## config.mk

```make
export PLATFORM = sky130hd
export DESIGN_NAME = cmt_timer
export DESIGN_NICKNAME = d
export VERILOG_FILES = /design/src/shared/cmt_pkg.sv /design/src/core/cmt_cap_input.sv /design/src/core/cmt_timer.sv
export VERILOG_INCLUDE_DIRS = /design/src /design/src/shared
export SDC_FILE = /design/constraint.sdc
export NUM_CORES = 1
export LEC_CHECK = 0
export ABC_AREA = 0
export BUFFER_PORTS_ARGS = -buffer_cell sky130_fd_sc_hd__buf_2
export CAP_MARGIN = 20
export CORE_UTILIZATION = 25
export CTS_BUF_LIST = sky130_fd_sc_hd__clkbuf_2
export CTS_CLUSTER_DIAMETER = 150
export DETAILED_ROUTE_END_ITERATION = 8
export PLACE_DENSITY = 0.5
export SETUP_SLACK_MARGIN = 0.3
export SYNTH_ARGS = -nofsm -noshare
export SYNTH_HDL_FRONTEND = slang
export SYNTH_SLANG_ARGS = --single-unit
```

## constraint.sdc

```tcl
create_clock -name CLOCK -period 7.05 [get_ports CLOCK]
set_input_delay 1.0575 -clock CLOCK [delete_from_list [all_inputs] [get_ports CLOCK]]
set_output_delay 1.0575 -clock CLOCK [all_outputs]
set_load 0.005 [all_outputs]
```

## src/shared/cmt_defines.svh

```systemverilog
// register offsets, field positions and reset values of the timer
`ifndef CMT_DEFINES_SVH
`define CMT_DEFINES_SVH
`define CMT_OFS_STAT 8'h00
`define CMT_OFS_CLR 8'h04
`define CMT_OFS_EN 8'h08
`define CMT_OFS_CTRL 8'h0c
`define CMT_OFS_TC 8'h10
`define CMT_OFS_PR 8'h14
`define CMT_OFS_PC 8'h18
`define CMT_OFS_MODE 8'h1c
`define CMT_OFS_MCTL 8'h20
`define CMT_OFS_CCTL 8'h24
`define CMT_OFS_EXT 8'h28
`define CMT_OFS_ROUTE 8'h2c
`define CMT_OFS_MR0 8'h30
`define CMT_OFS_MR1 8'h34
`define CMT_OFS_CR0 8'h40
`define CMT_CTRL_EN 0
`define CMT_CTRL_HOLD 1
`define CMT_MODE_SEL_LSB 2
`define CMT_MCTL_STOP_LSB 4
`define CMT_CCTL_FALL_LSB 4
`define CMT_EXT_ACT_LSB 4
`define CMT_ROUTE_AND_LSB 8
`define CMT_ROUTE_BC_LSB 12
`define CMT_ROUTE_RST 32'h0fa5_0055
`define CMT_RESP_OKAY 2'h0
`define CMT_RESP_SLVERR 2'h2
`endif

```

## src/shared/cmt_pkg.sv

```systemverilog
// types shared by the timer files
`default_nettype none
package cmt_pkg;
   // count source, field order gives the register code
   typedef enum logic [1:0] {SRC_TIMER, SRC_RISE, SRC_FALL, SRC_BOTH} cmt_src_e;
   // external output action on match
   typedef enum logic [1:0] {ACT_NONE, ACT_LOW, ACT_HIGH, ACT_TOGGLE} cmt_act_e;
   // event vector, same layout in status, clear and enable
   typedef struct packed
   {
      logic [3:0] cap;
      logic [3:0] mat;
   } cmt_irq_s;
   // match configuration
   typedef struct packed
   {
      logic [3:0] stop;
      logic [3:0] rst;
   } cmt_mctl_s;
endpackage : cmt_pkg
`default_nettype wire

```

## src/core/cmt_cap_input.sv

```systemverilog
// one capture channel input: pin sync, pin combining, edge pulses
`default_nettype none
module cmt_cap_input #(
   parameter int PINS = 2
) (
   // clock and reset
   input wire logic clock,
   input wire logic rst,
   // pins and routing
   input wire logic [PINS-1:0] pins,
   input wire logic [PINS-1:0] mask,
   input wire logic and_mode,
   // combined level and edges
   output logic level,
   output logic rise,
   output logic fall
);
   logic [PINS-1:0] meta_q;
   logic [PINS-1:0] sync_q;
   logic comb_q;
   logic comb_d;

   // unmasked pins count as high for and, low for or
   assign comb_d = and_mode ? &(sync_q | ~mask) : |(sync_q & mask);
   assign level = comb_q;
   assign rise = comb_d & ~comb_q;
   assign fall = ~comb_d & comb_q;

   always_ff @(posedge clock)
   begin
      if (rst)
      begin
         meta_q <= '0;
         sync_q <= '0;
         comb_q <= 1'b0;
      end
      else
      begin
         meta_q <= pins;
         sync_q <= meta_q;
         comb_q <= comb_d;
      end
   end
endmodule : cmt_cap_input
`default_nettype wire

```

## src/core/cmt_timer.sv

```systemverilog
// capture and match timer with axi4-lite registers
// Functional notes
// - 32-bit counter advances once per prescaler wrap
// - timer mode counts every clock cycle, events on chosen values
// - four 32-bit capture registers latch the count on input edges
// - capture raises the interrupt only when enabled for that channel
// - four match registers may stop or reset the count, with interrupt
// - four match outputs go low, high, toggle or hold on match
// - count source is the clock or an external capture-pin clock
// - counter mode selects exactly one capture channel as clock
// - several pins may feed one capture channel, and several match pins may follow one match output
`include "cmt_defines.svh"
`default_nettype none
module cmt_timer #(
   parameter int PINS = 2
) (
   // clock and reset
   input wire logic CLOCK,
   input wire logic SYS_RST,
   // axi4-lite write
   input wire logic [7:0] S_AXI_AWADDR,
   input wire logic S_AXI_AWVALID,
   output logic S_AXI_AWREADY,
   input wire logic [31:0] S_AXI_WDATA,
   input wire logic [3:0] S_AXI_WSTRB,
   input wire logic S_AXI_WVALID,
   output logic S_AXI_WREADY,
   output logic [1:0] S_AXI_BRESP,
   output logic S_AXI_BVALID,
   input wire logic S_AXI_BREADY,
   // axi4-lite read
   input wire logic [7:0] S_AXI_ARADDR,
   input wire logic S_AXI_ARVALID,
   output logic S_AXI_ARREADY,
   output logic [31:0] S_AXI_RDATA,
   output logic [1:0] S_AXI_RRESP,
   output logic S_AXI_RVALID,
   input wire logic S_AXI_RREADY,
   // pins
   input wire logic [4*PINS-1:0] CAP_PIN,
   output logic [4*PINS-1:0] MATCH_PIN,
   output logic IRQ
);
   localparam int NP = 4 * PINS;

   function automatic logic [31:0] merge(input logic [31:0] old,
      input logic [31:0] data, input logic [3:0] strb);
      logic [31:0] r;
      r = old;
      for (int b = 0; b < 4; b++)
         if (strb[b])
            r[8*b +: 8] = data[8*b +: 8];
      return r;
   endfunction : merge

   // bus state
   logic aw_full_q, w_full_q, bvalid_q, rvalid_q;
   logic [7:0] awaddr_q;
   logic [31:0] wdata_q, rdata_q, rd_mux;
   logic [3:0] wstrb_q;
   logic [1:0] bresp_q, rresp_q;
   logic rd_ok;
   // timer state
   logic [31:0] tc_q, pr_q, pc_q, ctrl_q, mode_q, route_q;
   logic [31:0] mr_q [4];
   logic [31:0] cap_q [4];
   cmt_pkg::cmt_irq_s stat_q, en_q, ev;
   cmt_pkg::cmt_mctl_s mctl_q;
   logic [7:0] cctl_q;
   logic [3:0] ext_q, ext_d;
   logic [7:0] act_q;
   logic [NP-1:0] match_pin_q;
   logic [3:0] ch_rise, ch_fall, ch_level, cap_ev, match_ev;

   wire do_wr = aw_full_q & w_full_q & ~bvalid_q;
   wire [31:0] wmask = merge(32'h0000_0000, 32'hffff_ffff, wstrb_q);
   wire wr_clr = do_wr && awaddr_q == `CMT_OFS_CLR;
   wire wr_en = do_wr && awaddr_q == `CMT_OFS_EN;
   wire wr_ctrl = do_wr && awaddr_q == `CMT_OFS_CTRL;
   wire wr_tc = do_wr && awaddr_q == `CMT_OFS_TC;
   wire wr_pr = do_wr && awaddr_q == `CMT_OFS_PR;
   wire wr_pc = do_wr && awaddr_q == `CMT_OFS_PC;
   wire wr_mode = do_wr && awaddr_q == `CMT_OFS_MODE;
   wire wr_mctl = do_wr && awaddr_q == `CMT_OFS_MCTL;
   wire wr_cctl = do_wr && awaddr_q == `CMT_OFS_CCTL;
   wire wr_ext = do_wr && awaddr_q == `CMT_OFS_EXT;
   wire wr_route = do_wr && awaddr_q == `CMT_OFS_ROUTE;
   wire wr_known = wr_clr | wr_en | wr_ctrl | wr_tc | wr_pr | wr_pc
      | wr_mode | wr_mctl | wr_cctl | wr_ext | wr_route
      | (awaddr_q[7:4] == `CMT_OFS_MR0 >> 4 && awaddr_q[1:0] == 2'h0);
   wire [31:0] wval = wdata_q & wmask;

   assign S_AXI_AWREADY = ~aw_full_q;
   assign S_AXI_WREADY = ~w_full_q;
   assign S_AXI_BVALID = bvalid_q;
   assign S_AXI_BRESP = bresp_q;
   assign S_AXI_ARREADY = ~rvalid_q;
   assign S_AXI_RVALID = rvalid_q;
   assign S_AXI_RDATA = rdata_q;
   assign S_AXI_RRESP = rresp_q;

   // read decode, unmapped offsets answer slverr with zero data
   always_comb
   begin
      rd_mux = 32'h0000_0000;
      rd_ok = 1'b1;
      if (S_AXI_ARADDR == `CMT_OFS_STAT)
         rd_mux = {24'h00_0000, stat_q};
      else if (S_AXI_ARADDR == `CMT_OFS_CLR)
         rd_mux = 32'h0000_0000;
      else if (S_AXI_ARADDR == `CMT_OFS_EN)
         rd_mux = {24'h00_0000, en_q};
      else if (S_AXI_ARADDR == `CMT_OFS_CTRL)
         rd_mux = ctrl_q;
      else if (S_AXI_ARADDR == `CMT_OFS_TC)
         rd_mux = tc_q;
      else if (S_AXI_ARADDR == `CMT_OFS_PR)
         rd_mux = pr_q;
      else if (S_AXI_ARADDR == `CMT_OFS_PC)
         rd_mux = pc_q;
      else if (S_AXI_ARADDR == `CMT_OFS_MODE)
         rd_mux = mode_q;
      else if (S_AXI_ARADDR == `CMT_OFS_MCTL)
         rd_mux = {24'h00_0000, mctl_q};
      else if (S_AXI_ARADDR == `CMT_OFS_CCTL)
         rd_mux = {24'h00_0000, cctl_q};
      else if (S_AXI_ARADDR == `CMT_OFS_EXT)
         rd_mux = {20'h0_0000, act_q, ext_q};
      else if (S_AXI_ARADDR == `CMT_OFS_ROUTE)
         rd_mux = route_q;
      else if (S_AXI_ARADDR[7:4] == `CMT_OFS_MR0 >> 4
         && S_AXI_ARADDR[1:0] == 2'h0)
         rd_mux = mr_q[S_AXI_ARADDR[3:2]];
      else if (S_AXI_ARADDR[7:4] == `CMT_OFS_CR0 >> 4
         && S_AXI_ARADDR[1:0] == 2'h0)
         rd_mux = cap_q[S_AXI_ARADDR[3:2]];
      else
         rd_ok = 1'b0;
   end

   always_ff @(posedge CLOCK)
   begin
      if (SYS_RST)
      begin
         aw_full_q <= 1'b0;
         w_full_q <= 1'b0;
         bvalid_q <= 1'b0;
         rvalid_q <= 1'b0;
         awaddr_q <= 8'h00;
         wdata_q <= 32'h0000_0000;
         wstrb_q <= 4'h0;
         bresp_q <= `CMT_RESP_OKAY;
         rresp_q <= `CMT_RESP_OKAY;
         rdata_q <= 32'h0000_0000;
      end
      else
      begin
         if (S_AXI_AWVALID && !aw_full_q)
         begin
            aw_full_q <= 1'b1;
            awaddr_q <= S_AXI_AWADDR;
         end
         if (S_AXI_WVALID && !w_full_q)
         begin
            w_full_q <= 1'b1;
            wdata_q <= S_AXI_WDATA;
            wstrb_q <= S_AXI_WSTRB;
         end
         if (do_wr)
         begin
            aw_full_q <= 1'b0;
            w_full_q <= 1'b0;
            bvalid_q <= 1'b1;
            bresp_q <= wr_known ? `CMT_RESP_OKAY : `CMT_RESP_SLVERR;
         end
         else if (S_AXI_BREADY)
            bvalid_q <= 1'b0;
         if (S_AXI_ARVALID && !rvalid_q)
         begin
            rvalid_q <= 1'b1;
            rdata_q <= rd_mux;
            rresp_q <= rd_ok ? `CMT_RESP_OKAY : `CMT_RESP_SLVERR;
         end
         else if (S_AXI_RREADY)
            rvalid_q <= 1'b0;
      end
   end

   // capture channel inputs, each fed by a group of pins
   genvar g;
   generate
      for (g = 0; g < 4; g++)
      begin : g_cap
         cmt_cap_input #(.PINS(PINS)) u_in (
            .clock(CLOCK),
            .rst(SYS_RST),
            .pins(CAP_PIN[g*PINS +: PINS]),
            .mask(route_q[g*PINS +: PINS]),
            .and_mode(route_q[`CMT_ROUTE_AND_LSB + g]),
            .level(ch_level[g]),
            .rise(ch_rise[g]),
            .fall(ch_fall[g])
         );
      end
   endgenerate

   // count source
   wire cmt_pkg::cmt_src_e src = cmt_pkg::cmt_src_e'(mode_q[1:0]);
   wire [1:0] sel = mode_q[`CMT_MODE_SEL_LSB +: 2];
   wire ext_edge = (src == cmt_pkg::SRC_RISE && ch_rise[sel])
      || (src == cmt_pkg::SRC_FALL && ch_fall[sel])
      || (src == cmt_pkg::SRC_BOTH && (ch_rise[sel] | ch_fall[sel]));
   wire run = ctrl_q[`CMT_CTRL_EN] & ~ctrl_q[`CMT_CTRL_HOLD];
   wire tick = run && (src == cmt_pkg::SRC_TIMER || ext_edge);
   wire adv = tick && pc_q == pr_q;
   generate
      for (g = 0; g < 4; g++)
      begin : g_ev
         assign match_ev[g] = adv && tc_q == mr_q[g];
         // the channel clocking the counter captures nothing
         assign cap_ev[g] = (src == cmt_pkg::SRC_TIMER || sel != g)
            && ((ch_rise[g] && cctl_q[g])
            || (ch_fall[g] && cctl_q[`CMT_CCTL_FALL_LSB + g]));
         always_comb
         begin
            case (cmt_pkg::cmt_act_e'(act_q[2*g +: 2]))
               cmt_pkg::ACT_LOW: ext_d[g] = match_ev[g] ? 1'b0 : ext_q[g];
               cmt_pkg::ACT_HIGH: ext_d[g] = match_ev[g] | ext_q[g];
               cmt_pkg::ACT_TOGGLE: ext_d[g] = match_ev[g] ^ ext_q[g];
               default: ext_d[g] = ext_q[g];
            endcase
         end
      end
   endgenerate
   assign ev = '{cap: cap_ev, mat: match_ev};
   wire any_rst = |(match_ev & mctl_q.rst);
   wire any_stop = |(match_ev & mctl_q.stop);
   assign IRQ = |(stat_q & en_q);
   assign MATCH_PIN = match_pin_q;

   always_ff @(posedge CLOCK)
   begin
      if (SYS_RST)
      begin
         tc_q <= 32'h0000_0000;
         pc_q <= 32'h0000_0000;
         pr_q <= 32'h0000_0000;
         ctrl_q <= 32'h0000_0000;
         mode_q <= 32'h0000_0000;
         route_q <= `CMT_ROUTE_RST;
         stat_q <= '0;
         en_q <= '0;
         mctl_q <= '0;
         cctl_q <= 8'h00;
         act_q <= 8'h00;
         ext_q <= 4'h0;
         match_pin_q <= '0;
         for (int i = 0; i < 4; i++)
         begin
            mr_q[i] <= 32'h0000_0000;
            cap_q[i] <= 32'h0000_0000;
         end
      end
      else
      begin
         // hold forces zero; a match reset beats the increment
         if (ctrl_q[`CMT_CTRL_HOLD])
            tc_q <= 32'h0000_0000;
         else if (wr_tc)
            tc_q <= merge(tc_q, wdata_q, wstrb_q);
         else if (any_rst)
            tc_q <= 32'h0000_0000;
         else if (adv)
            tc_q <= tc_q + 32'h0000_0001;
         if (ctrl_q[`CMT_CTRL_HOLD])
            pc_q <= 32'h0000_0000;
         else if (wr_pc)
            pc_q <= merge(pc_q, wdata_q, wstrb_q);
         else if (adv)
            pc_q <= 32'h0000_0000;
         else if (tick)
            pc_q <= pc_q + 32'h0000_0001;
         // a stop match beats a concurrent software write
         if (wr_ctrl)
            ctrl_q <= merge(ctrl_q, wdata_q, wstrb_q) & 32'h0000_0003;
         if (any_stop)
            ctrl_q[`CMT_CTRL_EN] <= 1'b0;
         if (wr_pr)
            pr_q <= merge(pr_q, wdata_q, wstrb_q);
         if (wr_mode)
            mode_q <= merge(mode_q, wdata_q, wstrb_q) & 32'h0000_000f;
         if (wr_route)
            route_q <= merge(route_q, wdata_q, wstrb_q) & 32'h0fff_ffff;
         if (wr_en)
            en_q <= wval[7:0];
         if (wr_mctl)
            mctl_q <= wval[7:0];
         if (wr_cctl)
            cctl_q <= wval[7:0];
         if (wr_ext)
            act_q <= wval[11:4];
         // set wins over clear
         stat_q <= (stat_q & ~(wr_clr ? wval[7:0] : 8'h00)) | ev;
         ext_q <= wr_ext ? (wval[3:0] | (ext_q & ~wmask[3:0])) : ext_d;
         for (int p = 0; p < NP; p++)
            match_pin_q[p] <= ext_q[route_q[`CMT_ROUTE_BC_LSB + 2*p +: 2]];
         for (int i = 0; i < 4; i++)
         begin
            if (do_wr && awaddr_q == `CMT_OFS_MR0 + 8'(4*i))
               mr_q[i] <= merge(mr_q[i], wdata_q, wstrb_q);
            if (cap_ev[i])
               cap_q[i] <= tc_q;
         end
      end
   end
endmodule : cmt_timer
`default_nettype wire

```

==> impl_metrics.env, run 1 <==
export IMPL_status="finished clean"
export IMPL_grt_ovfl_total=0
export IMPL_synth_most_common_cell="dfxtp_1"
export IMPL_place_inst=4240
export IMPL_ys_async_sr_fraction=0
export IMPL_initial_core_util=0.2535
export IMPL_syn_to_final_growth_pct=13.23
export IMPL_min_period_ns=3.662
export IMPL_syn_area_um2=28170
export IMPL_track_usage=0.1924
export IMPL_grt_pass1_wl_um=159200
export IMPL_ios=117
export IMPL_wirelength_um=110600
export IMPL_yosysSeqAreaShare=0.4747
export IMPL_slew_headroom=0.2268
export IMPL_viasPerCell=5.171
export IMPL_clockRootBuffer="clkbuf_2"
export IMPL_holdCritPathClass="in -> reg"
export IMPL_routedWlPerCell_um=24.15
export IMPL_fmax_mhz=273.1
export IMPL_cts_tree="done"
export IMPL_path_cells="xor2_1 > nor4_1 > nand4_1 > nor2_1 > a2111o_1 > nand3_1 > buf_8 > a41oi_1 > o22ai_1"
export IMPL_antenna_found_initial=6
export IMPL_cts_resized_gates=0
export IMPL_leakagePower_nw=12.16
export IMPL_synth_seq_cells=540
export IMPL_crit_fanout=15
export IMPL_num_nets_final=3050
export IMPL_crit_slowest_cell="dfxtp_1"
export IMPL_num_rows=122
export IMPL_drv_slew=0
export IMPL_powerDensity_nw_per_um2=197.1
export IMPL_avgSynthCellArea_um2=9.929
export IMPL_synth_area_leaders="edfxtp_1 27%, dfxtp_1 20%, mux4_2 5.8%"
export IMPL_cp_end_kind="flop"
export IMPL_setup_viol=0
export IMPL_grt_pass1_vias=22259
export IMPL_worst_slew_pin_slew_ns=1.156
export IMPL_cts_max_level=4
export IMPL_die_area_um2=114000
export IMPL_skew_ns=0.1060
export IMPL_path_buf_inv=1
export IMPL_timing_rr_start="tc_q[17]"
export IMPL_drt_pass1_iter_count=6
export IMPL_startpoint="tc_q[17]"
export IMPL_arrival_ns=4.90
export IMPL_drive_gt1_frac=0.1816
export IMPL_n_fill_cell=11829
export IMPL_yosys_cell_types_count=95
export IMPL_core_area_um2=111100
export IMPL_stdcell_count=4580
export IMPL_fin_tns_setup_ns=0
export IMPL_grt_setup_unrepaired="no"
export IMPL_die_w_um=337.7
export IMPL_clkLatencyLatePin_ns=1.41
export IMPL_holdCritStartpoint="S_AXI_ARVALID"
export IMPL_synth_main_ff_cell="dfxtp_1"
export IMPL_max_cap_violations=0
export IMPL_clk_pin_slew_ns=0.10
export IMPL_clock_sinks=540
export IMPL_numCtsBuffers=148
export IMPL_drc=0
export IMPL_path_class="reg -> reg"
export IMPL_synth_commonest_cells="284 x dfxtp_1, 256 x edfxtp_1, 232 x nand2_1, 228 x a21oi_1, 227 x nor2_1"
export IMPL_grt_max_degree=96
export IMPL_hpwl_um=79880
export IMPL_critPathMaxStageDelay_ns=0.76
export IMPL_yosysTopAreaCellShare=0.2729
export IMPL_gp_congestion=1.017
export IMPL_hold_viol_final=0
export IMPL_antenna_left=0
export IMPL_num_vias=23681
export IMPL_synth_edff_count=256
export IMPL_synth_area_leader_cell="edfxtp_1"
export IMPL_port_buffers=114
export IMPL_cts_buffer_depth=3
export IMPL_cp_required_ns=8.29
export IMPL_fp_dieH_um=337.7
export IMPL_yosysWarnings=0
export IMPL_critPathTopFamily="simple AND/OR/NAND/NOR gates"
export IMPL_initialDrtViolationCount=3046
export IMPL_synthCells=2837
export IMPL_critPathLaunchType="flop"
export IMPL_ir_drop_v=0.0001324
export IMPL_finalCritPeriodShare=0.5194
-- registers in the layout (all words and copies together), names as in the netlist, 8 cells and up, named ones only --
register,count
act_q,8
stat_q,8
en_q,8
awaddr_q,8
mctl_q,8
g_cap.u_in.meta_q,8
cctl_q,8
cap_q,128
tc_q,32
wdata_q,32
S_AXI_RDATA,32
MATCH_PIN,8
g_cap.u_in.sync_q,8
pc_q,32
pr_q,32
mr_q,128
route_q,28
-- metal layers --
metal  global-route usage  vias to the layer above  wire length [um]
li1                     -                    10593                 -
met1               0.2829                    11642             50770
met2               0.2717                     1241             46040
met3              0.04434                      201             10690
met4              0.06691                        4              3083
met5                    0                        -                27
-- cell usage in the layout (no fill, tap or decap), types with 8 or more instances in the layout --
cell type | synthesis | layout
clkinv_1 | 0 | 17
mux2i_1 | 46 | 46
o21ai_0 | 49 | 47
a211oi_1 | 10 | 10
nand3_1 | 115 | 115
a221oi_1 | 38 | 38
nor3_1 | 94 | 94
nor2b_1 | 35 | 33
xor2_1 | 171 | 171
dlygate4sd3_1 | 1 | 62
a21o_1 | 19 | 19
diode_2 | 0 | 9
o221ai_1 | 18 | 18
a21oi_1 | 228 | 228
buf_2 | 55 | 111
nor2_2 | 1 | 8
mux4_2 | 73 | 73
o21ai_1 | 11 | 13
xnor2_1 | 9 | 9
nand2b_1 | 16 | 12
clkbuf_2 | 0 | 242
nand2_1 | 232 | 232
inv_1 | 54 | 54
nand4b_1 | 9 | 9
nand4_1 | 23 | 23
and2_1 | 225 | 225
buf_4 | 17 | 47
nor4_1 | 49 | 49
o22ai_1 | 14 | 14
nand3b_1 | 14 | 14
dfxtp_1 | 284 | 284
nor2_1 | 227 | 219
edfxtp_1 | 256 | 256
a22oi_1 | 56 | 56
a32oi_1 | 10 | 10
a31oi_1 | 18 | 18
o211ai_1 | 9 | 9
and3_1 | 35 | 35
ha_1 | 18 | 18
-- logic make-up after synthesis --
| kind of cell | Yosys count | synth area share |
|---|---|---|
| fa+ha+maj | 18 | 0.007996 |
| flops | 540 | 0.4747 |
| mux | 124 | 0.07671 |
| other cells | 1 | 0.0001331 |
| compound gates | 552 | 0.1301 |
| xor+xnor | 180 | 0.05597 |
| buf+inv | 302 | 0.04926 |
| simple gates | 1120 | 0.2051 |
-- path summary, 6_finish.rpt --
path	slack (ns)	depth (start not counted)	end
setup reg to reg	3.39	9	tc_q[25]
setup / recovery	3.39	9	tc_q[25]
hold / removal	0.27	4	S_AXI_RDATA[7]
hold reg to reg	0.44	1	g_cap[3].u_in.sync_q[0]
-- through the flow --
step	instance area (um^2)	power, W	hold WS, ns	utilization	setup slack, ns
global route	31890	0.006545	0.1453	0.2870	3.310
detailed placement	29870	0.003933	0.4212	0.2688	2.941
finish	31890	0.006287	0.2730	0.2870	3.388
floorplan	28170	0.003714	0.4138	-	4.082
global placement	29850	0.003934	0.4182	0.2686	2.942
CTS	31860	0.006339	0.08489	0.2867	3.530
-- where the power goes --
part	switching [W]	internal [W]	total, W
clock network	0.00142	0.000967	0.00239
logic	0.000288	0.000159	0.000447
registers	0.0000985	0.00335	0.00345
total	0.00181	0.00448	0.00629
-- cell type report --
cell class | count | area (um^2) | area share
Clock inverter | 26 | 158.9 | 0.004982
Timing Repair Buffer | 224 | 1585 | 0.04970
Sequential cell | 540 | 13370 | 0.4193
Antenna cell | 9 | 22.52 | 0.0007061
Inverter | 55 | 206.4 | 0.006473
Clock buffer | 242 | 1211 | 0.03797
Multi-Input combinational cell | 1996 | 13480 | 0.4225
Tap cell | 1488 | 1862 | 0.05837
-- timing repair --
action                     CTS  global route
hold buffers                62             0
setup buffers                0             0
hold endpoints to repair    78             0
setup endpoints to repair    0             0
-- worst reg2reg max path: stages (launching register included) --
cell and delay, ns:
dfxtp_1 0.76, xor2_1 0.14, nor4_1 0.65, nand4_1 0.19, nor2_1 0.33, a2111o_1 0.24
nand3_1 0.50, buf_8 0.38, a41oi_1 0.20, o22ai_1 0.11
No activity file was read; power rests on OpenSTA's default activity.
==> run 2, diff against run 1 <==
- ABC_AREA: 0 -> 1
- PLACE_DENSITY: 0.5 -> 0.51
- clock period: 7.05 -> 3.15 ns (I/O delays scaled with it)
==> run 2 against run 1 <==
Effect of this change: count of clock-buffer cells in the layout is 30 lower; combinational power grew to 2.7 times the previous value; final cell count is 19% higher; non-clock buffer count is 240 higher; via count is 14% higher; global-route usage is 0.94 points higher; synthesized cell count is 21% higher; sequential share of layout area is 2.7 points lower; power is 130% higher; die area is 1.7% lower.
==> impl_metrics.env, run 2 <==
export IMPL_skew_ns=0.1350
export IMPL_initialDrtViolationCount=2643
export IMPL_clock_sinks=540
export IMPL_crit_top_cell="nand2_2"
export IMPL_synth_compound_area_share=0.1676
export IMPL_synth_area_leaders="edfxtp_1 28%, dfxtp_1 21%, nand2_1 9.1%"
export IMPL_synth_xor_area_share=0.04175
export IMPL_critPathLaunchType="flop"
export IMPL_cts_buffer_depth=3
export IMPL_avgSynthCellArea_um2=8.073
export IMPL_design_area_um2=34210
export IMPL_path_cells="nand2_2 > nand2_2 > a221oi_2 > nand2_1 > buf_2"
export IMPL_cts_tree="done"
export IMPL_power_switching_share=0.2887
export IMPL_place_area_um2=30760
export IMPL_hpwl_um=82780
export IMPL_viasPerCell=4.942
export IMPL_antenna_left=0
export IMPL_fmax_mhz=362.5
export IMPL_yosys_cell_types_count=57
export IMPL_yosysWarnings=0
export IMPL_numCtsBuffers=152
export IMPL_cts_max_level=4
export IMPL_clockRootBuffer="clkbuf_2"
export IMPL_drive_gt1_frac=0.1766
export IMPL_grt_max_degree=49
export IMPL_ios=117
export IMPL_setup_viol=0
export IMPL_cp_required_ns=2.68
export IMPL_setup_ws_ns=0.3912
export IMPL_crit_fanout=3
export IMPL_crit_slowest_cell="dfxtp_1"
export IMPL_synth_seq_cells=540
export IMPL_syn_area_um2=27690
export IMPL_power_internal_w=0.01019
export IMPL_synth_commonest_cells="669 x nand2_1, 454 x nor2_1, 288 x inv_1, 284 x dfxtp_1, 259 x a21oi_1"
export IMPL_syn_to_final_growth_pct=23.53
export IMPL_status="finished clean"
export IMPL_n_fill_cell=11783
export IMPL_p_seq_frac=0.536
export IMPL_worstSetupEndpoint="IRQ"
export IMPL_synth_edff_count=256
export IMPL_wirelength_um=114600
export IMPL_cp_end_kind="output pin"
export IMPL_grt_pass1_wl_um=168100
export IMPL_routedWlPerCell_um=21.02
export IMPL_core_area_um2=109300
export IMPL_synth_top_family_by_area="simple AND/OR/NAND/NOR gates"
export IMPL_muxShareOfSynthArea=0
export IMPL_fin_tns_setup_ns=0
export IMPL_drc=0
export IMPL_holdCritPathClass="in -> reg"
export IMPL_utilization=0.3129
export IMPL_finalCritPeriodShare=0.8758
export IMPL_track_usage=0.2018
export IMPL_antenna_found_initial=3
export IMPL_die_area_um2=112100
export IMPL_grt_setup_unrepaired="yes"
export IMPL_power_w=0.01433
export IMPL_die_w_um=334.8
export IMPL_final_cell_mix="664 x nand2_1, 442 x nor2_1, 284 x inv_1"
export IMPL_final_common_cell="nand2_1"
export IMPL_num_vias=26948
export IMPL_slew_headroom=0.2298
export IMPL_synth_main_ff_cell="dfxtp_1"
export IMPL_drv_slew=0
export IMPL_dpl_worst_slack_ns=0.1295
export IMPL_p_clk_frac=0.381
export IMPL_grt_ovfl_total=0
export IMPL_clk_pin_slew_ns=0.09
export IMPL_r2r_setup_slack_ns=0.39
export IMPL_ys_async_sr_fraction=0
export IMPL_min_period_ns=2.759
export IMPL_leakagePower_nw=12.83
export IMPL_p_sw_w=0.004136
export IMPL_hold_viol_final=0
export IMPL_drt_pass1_iter_count=6
export IMPL_port_buffers=114
export IMPL_grt_pass1_vias=25766
export IMPL_gp_congestion=0.9620
export IMPL_synthAdderAreaFrac=0.008133
export IMPL_critPathMaxStageDelay_ns=0.35
export IMPL_num_nets_final=3948
export IMPL_whs_path_depth=11
export IMPL_max_cap_violations=0
export IMPL_num_rows=121
export IMPL_yosysSeqAreaShare=0.4829
export IMPL_initial_core_util=0.2533
export IMPL_fp_dieH_um=334.8
export IMPL_arrival_ns=2.29
export IMPL_synthCells=3430
export IMPL_synth_simple_area_share=0.2218
export IMPL_synth_most_common_cell="nand2_1"
export IMPL_ir_drop_v=0.0002754
export IMPL_powerDensity_nw_per_um2=418.9
export IMPL_timing_rr_start="mr_q[1][27]"
export IMPL_reg_top3="cap_q x128, mr_q x128"
export IMPL_startpoint="en_q[0]"
export IMPL_yosysTopAreaCellShare=0.2776
export IMPL_power_frac_comb=0.083
export IMPL_worstRegToRegCells=13
export IMPL_clkLatencyLatePin_ns=1.43
export IMPL_path_class="reg -> out"
export IMPL_worst_slew_pin_slew_ns=1.154
export IMPL_synth_area_leader_cell="edfxtp_1"
## run 2: cell types whose count changed after synthesis, sizes merged, moves of 46 or more
| cell | change |
|---|---|
| nand2 | +436 |
| inv | +291 |
| nor2 | +248 |
| and2 | -228 |
| o21ai | +194 |
| xor2 | -127 |
| xnor2 | +79 |
| mux4 | -73 |
| o22ai | +69 |
| nand4 | +62 |
| nor3 | -58 |
| clkbuf | -49 |
| mux2i | -46 |
## run 2: timing repair
item / in CTS / in global routing
setup endpoints to repair: 36 / 49
buffers inserted: 1 / 9
hold endpoints to repair: 294 / 0
hold buffers: 179 / 0
gates resized for setup: 12 / 52
pin swaps: 3 / 7
gates cloned: 0 / 0
## run 2: stage by stage
step           hold WS [ns]  std cells
2_1_floorplan        0.3883       3431
3_3_place_gp         0.3930       4996
3_5_place_dp         0.3973       4996
4_1_cts             0.03338       5441
5_1_grt              0.2205       5451
6_report             0.2562       5453
## run 2: final cells by class
cell class / count / area, um^2 / area share
Clock inverter: 53 / 359.1 / 0.01050
Inverter: 353 / 1345 / 0.03932
Antenna cell: 3 / 7.507 / 0.0002195
Multi-Input combinational cell: 2352 / 12260 / 0.3585
Sequential cell: 540 / 13420 / 0.3924
Timing Repair Buffer: 464 / 3902 / 0.1141
Clock buffer: 212 / 1061 / 0.03102
Tap cell: 1476 / 1847 / 0.05399
## run 2: worst min-delay path by stage
stage                                  startpoint                      end  slack (ns)
final                             S_AXI_ARADDR[0]           S_AXI_RDATA[0]        0.26
after CTS                         S_AXI_ARADDR[0]           S_AXI_RDATA[0]        0.03
after global placement    g_cap[2].u_in.meta_q[0]  g_cap[2].u_in.sync_q[0]        0.39
after detailed placement  g_cap[3].u_in.meta_q[0]  g_cap[3].u_in.sync_q[0]        0.40
after global routing              S_AXI_ARADDR[0]           S_AXI_RDATA[0]        0.22
after floorplan           g_cap[0].u_in.meta_q[0]  g_cap[0].u_in.sync_q[0]        0.39
## run 2: worst max-delay path, delay by kind of cell (launching register included)
family / cells / cell delay, ns
AO/OA/AOI/OAI: 1 / 0.19
buffers and inverters: 1 / 0.13
flip-flops: 1 / 0.35
AND/OR/NAND/NOR: 3 / 0.24
## run 2: metal layers
| layer | vias to the layer above | part of all wire | track usage |
|---|---|---|---|
| li1 | 12595 | - | - |
| met1 | 12957 | 0.43 | 0.2688 |
| met2 | 1171 | 0.45 | 0.3206 |
| met3 | 225 | 0.077 | 0.03510 |
| met4 | 0 | 0.037 | 0.08443 |
| met5 | - | 0 | 0 |
## run 2: kinds of logic (layout without fill, tap and decap cells)
kind of cell / count (synthesis) / count (layout)
simple gates: 1414 / 1414
compound gates: 786 / 786
flops: 540 / 540
buf+inv: 539 / 1082
xor+xnor: 132 / 132
fa+ha+maj: 18 / 18
other cells: 1 / 5
## run 2: power groups by stage
stage / Clock, W / Sequential [W] / Combinational [W]
6_report: 0.00546 / 0.00768 / 0.00119
3_5_place_dp: 0 / 0.00784 / 0.000978
2_1_floorplan: 0 / 0.00777 / 0.000524
5_1_grt: 0.00596 / 0.00770 / 0.00127
4_1_cts: 0.00560 / 0.00768 / 0.00117
3_3_place_gp: 0 / 0.00784 / 0.000978
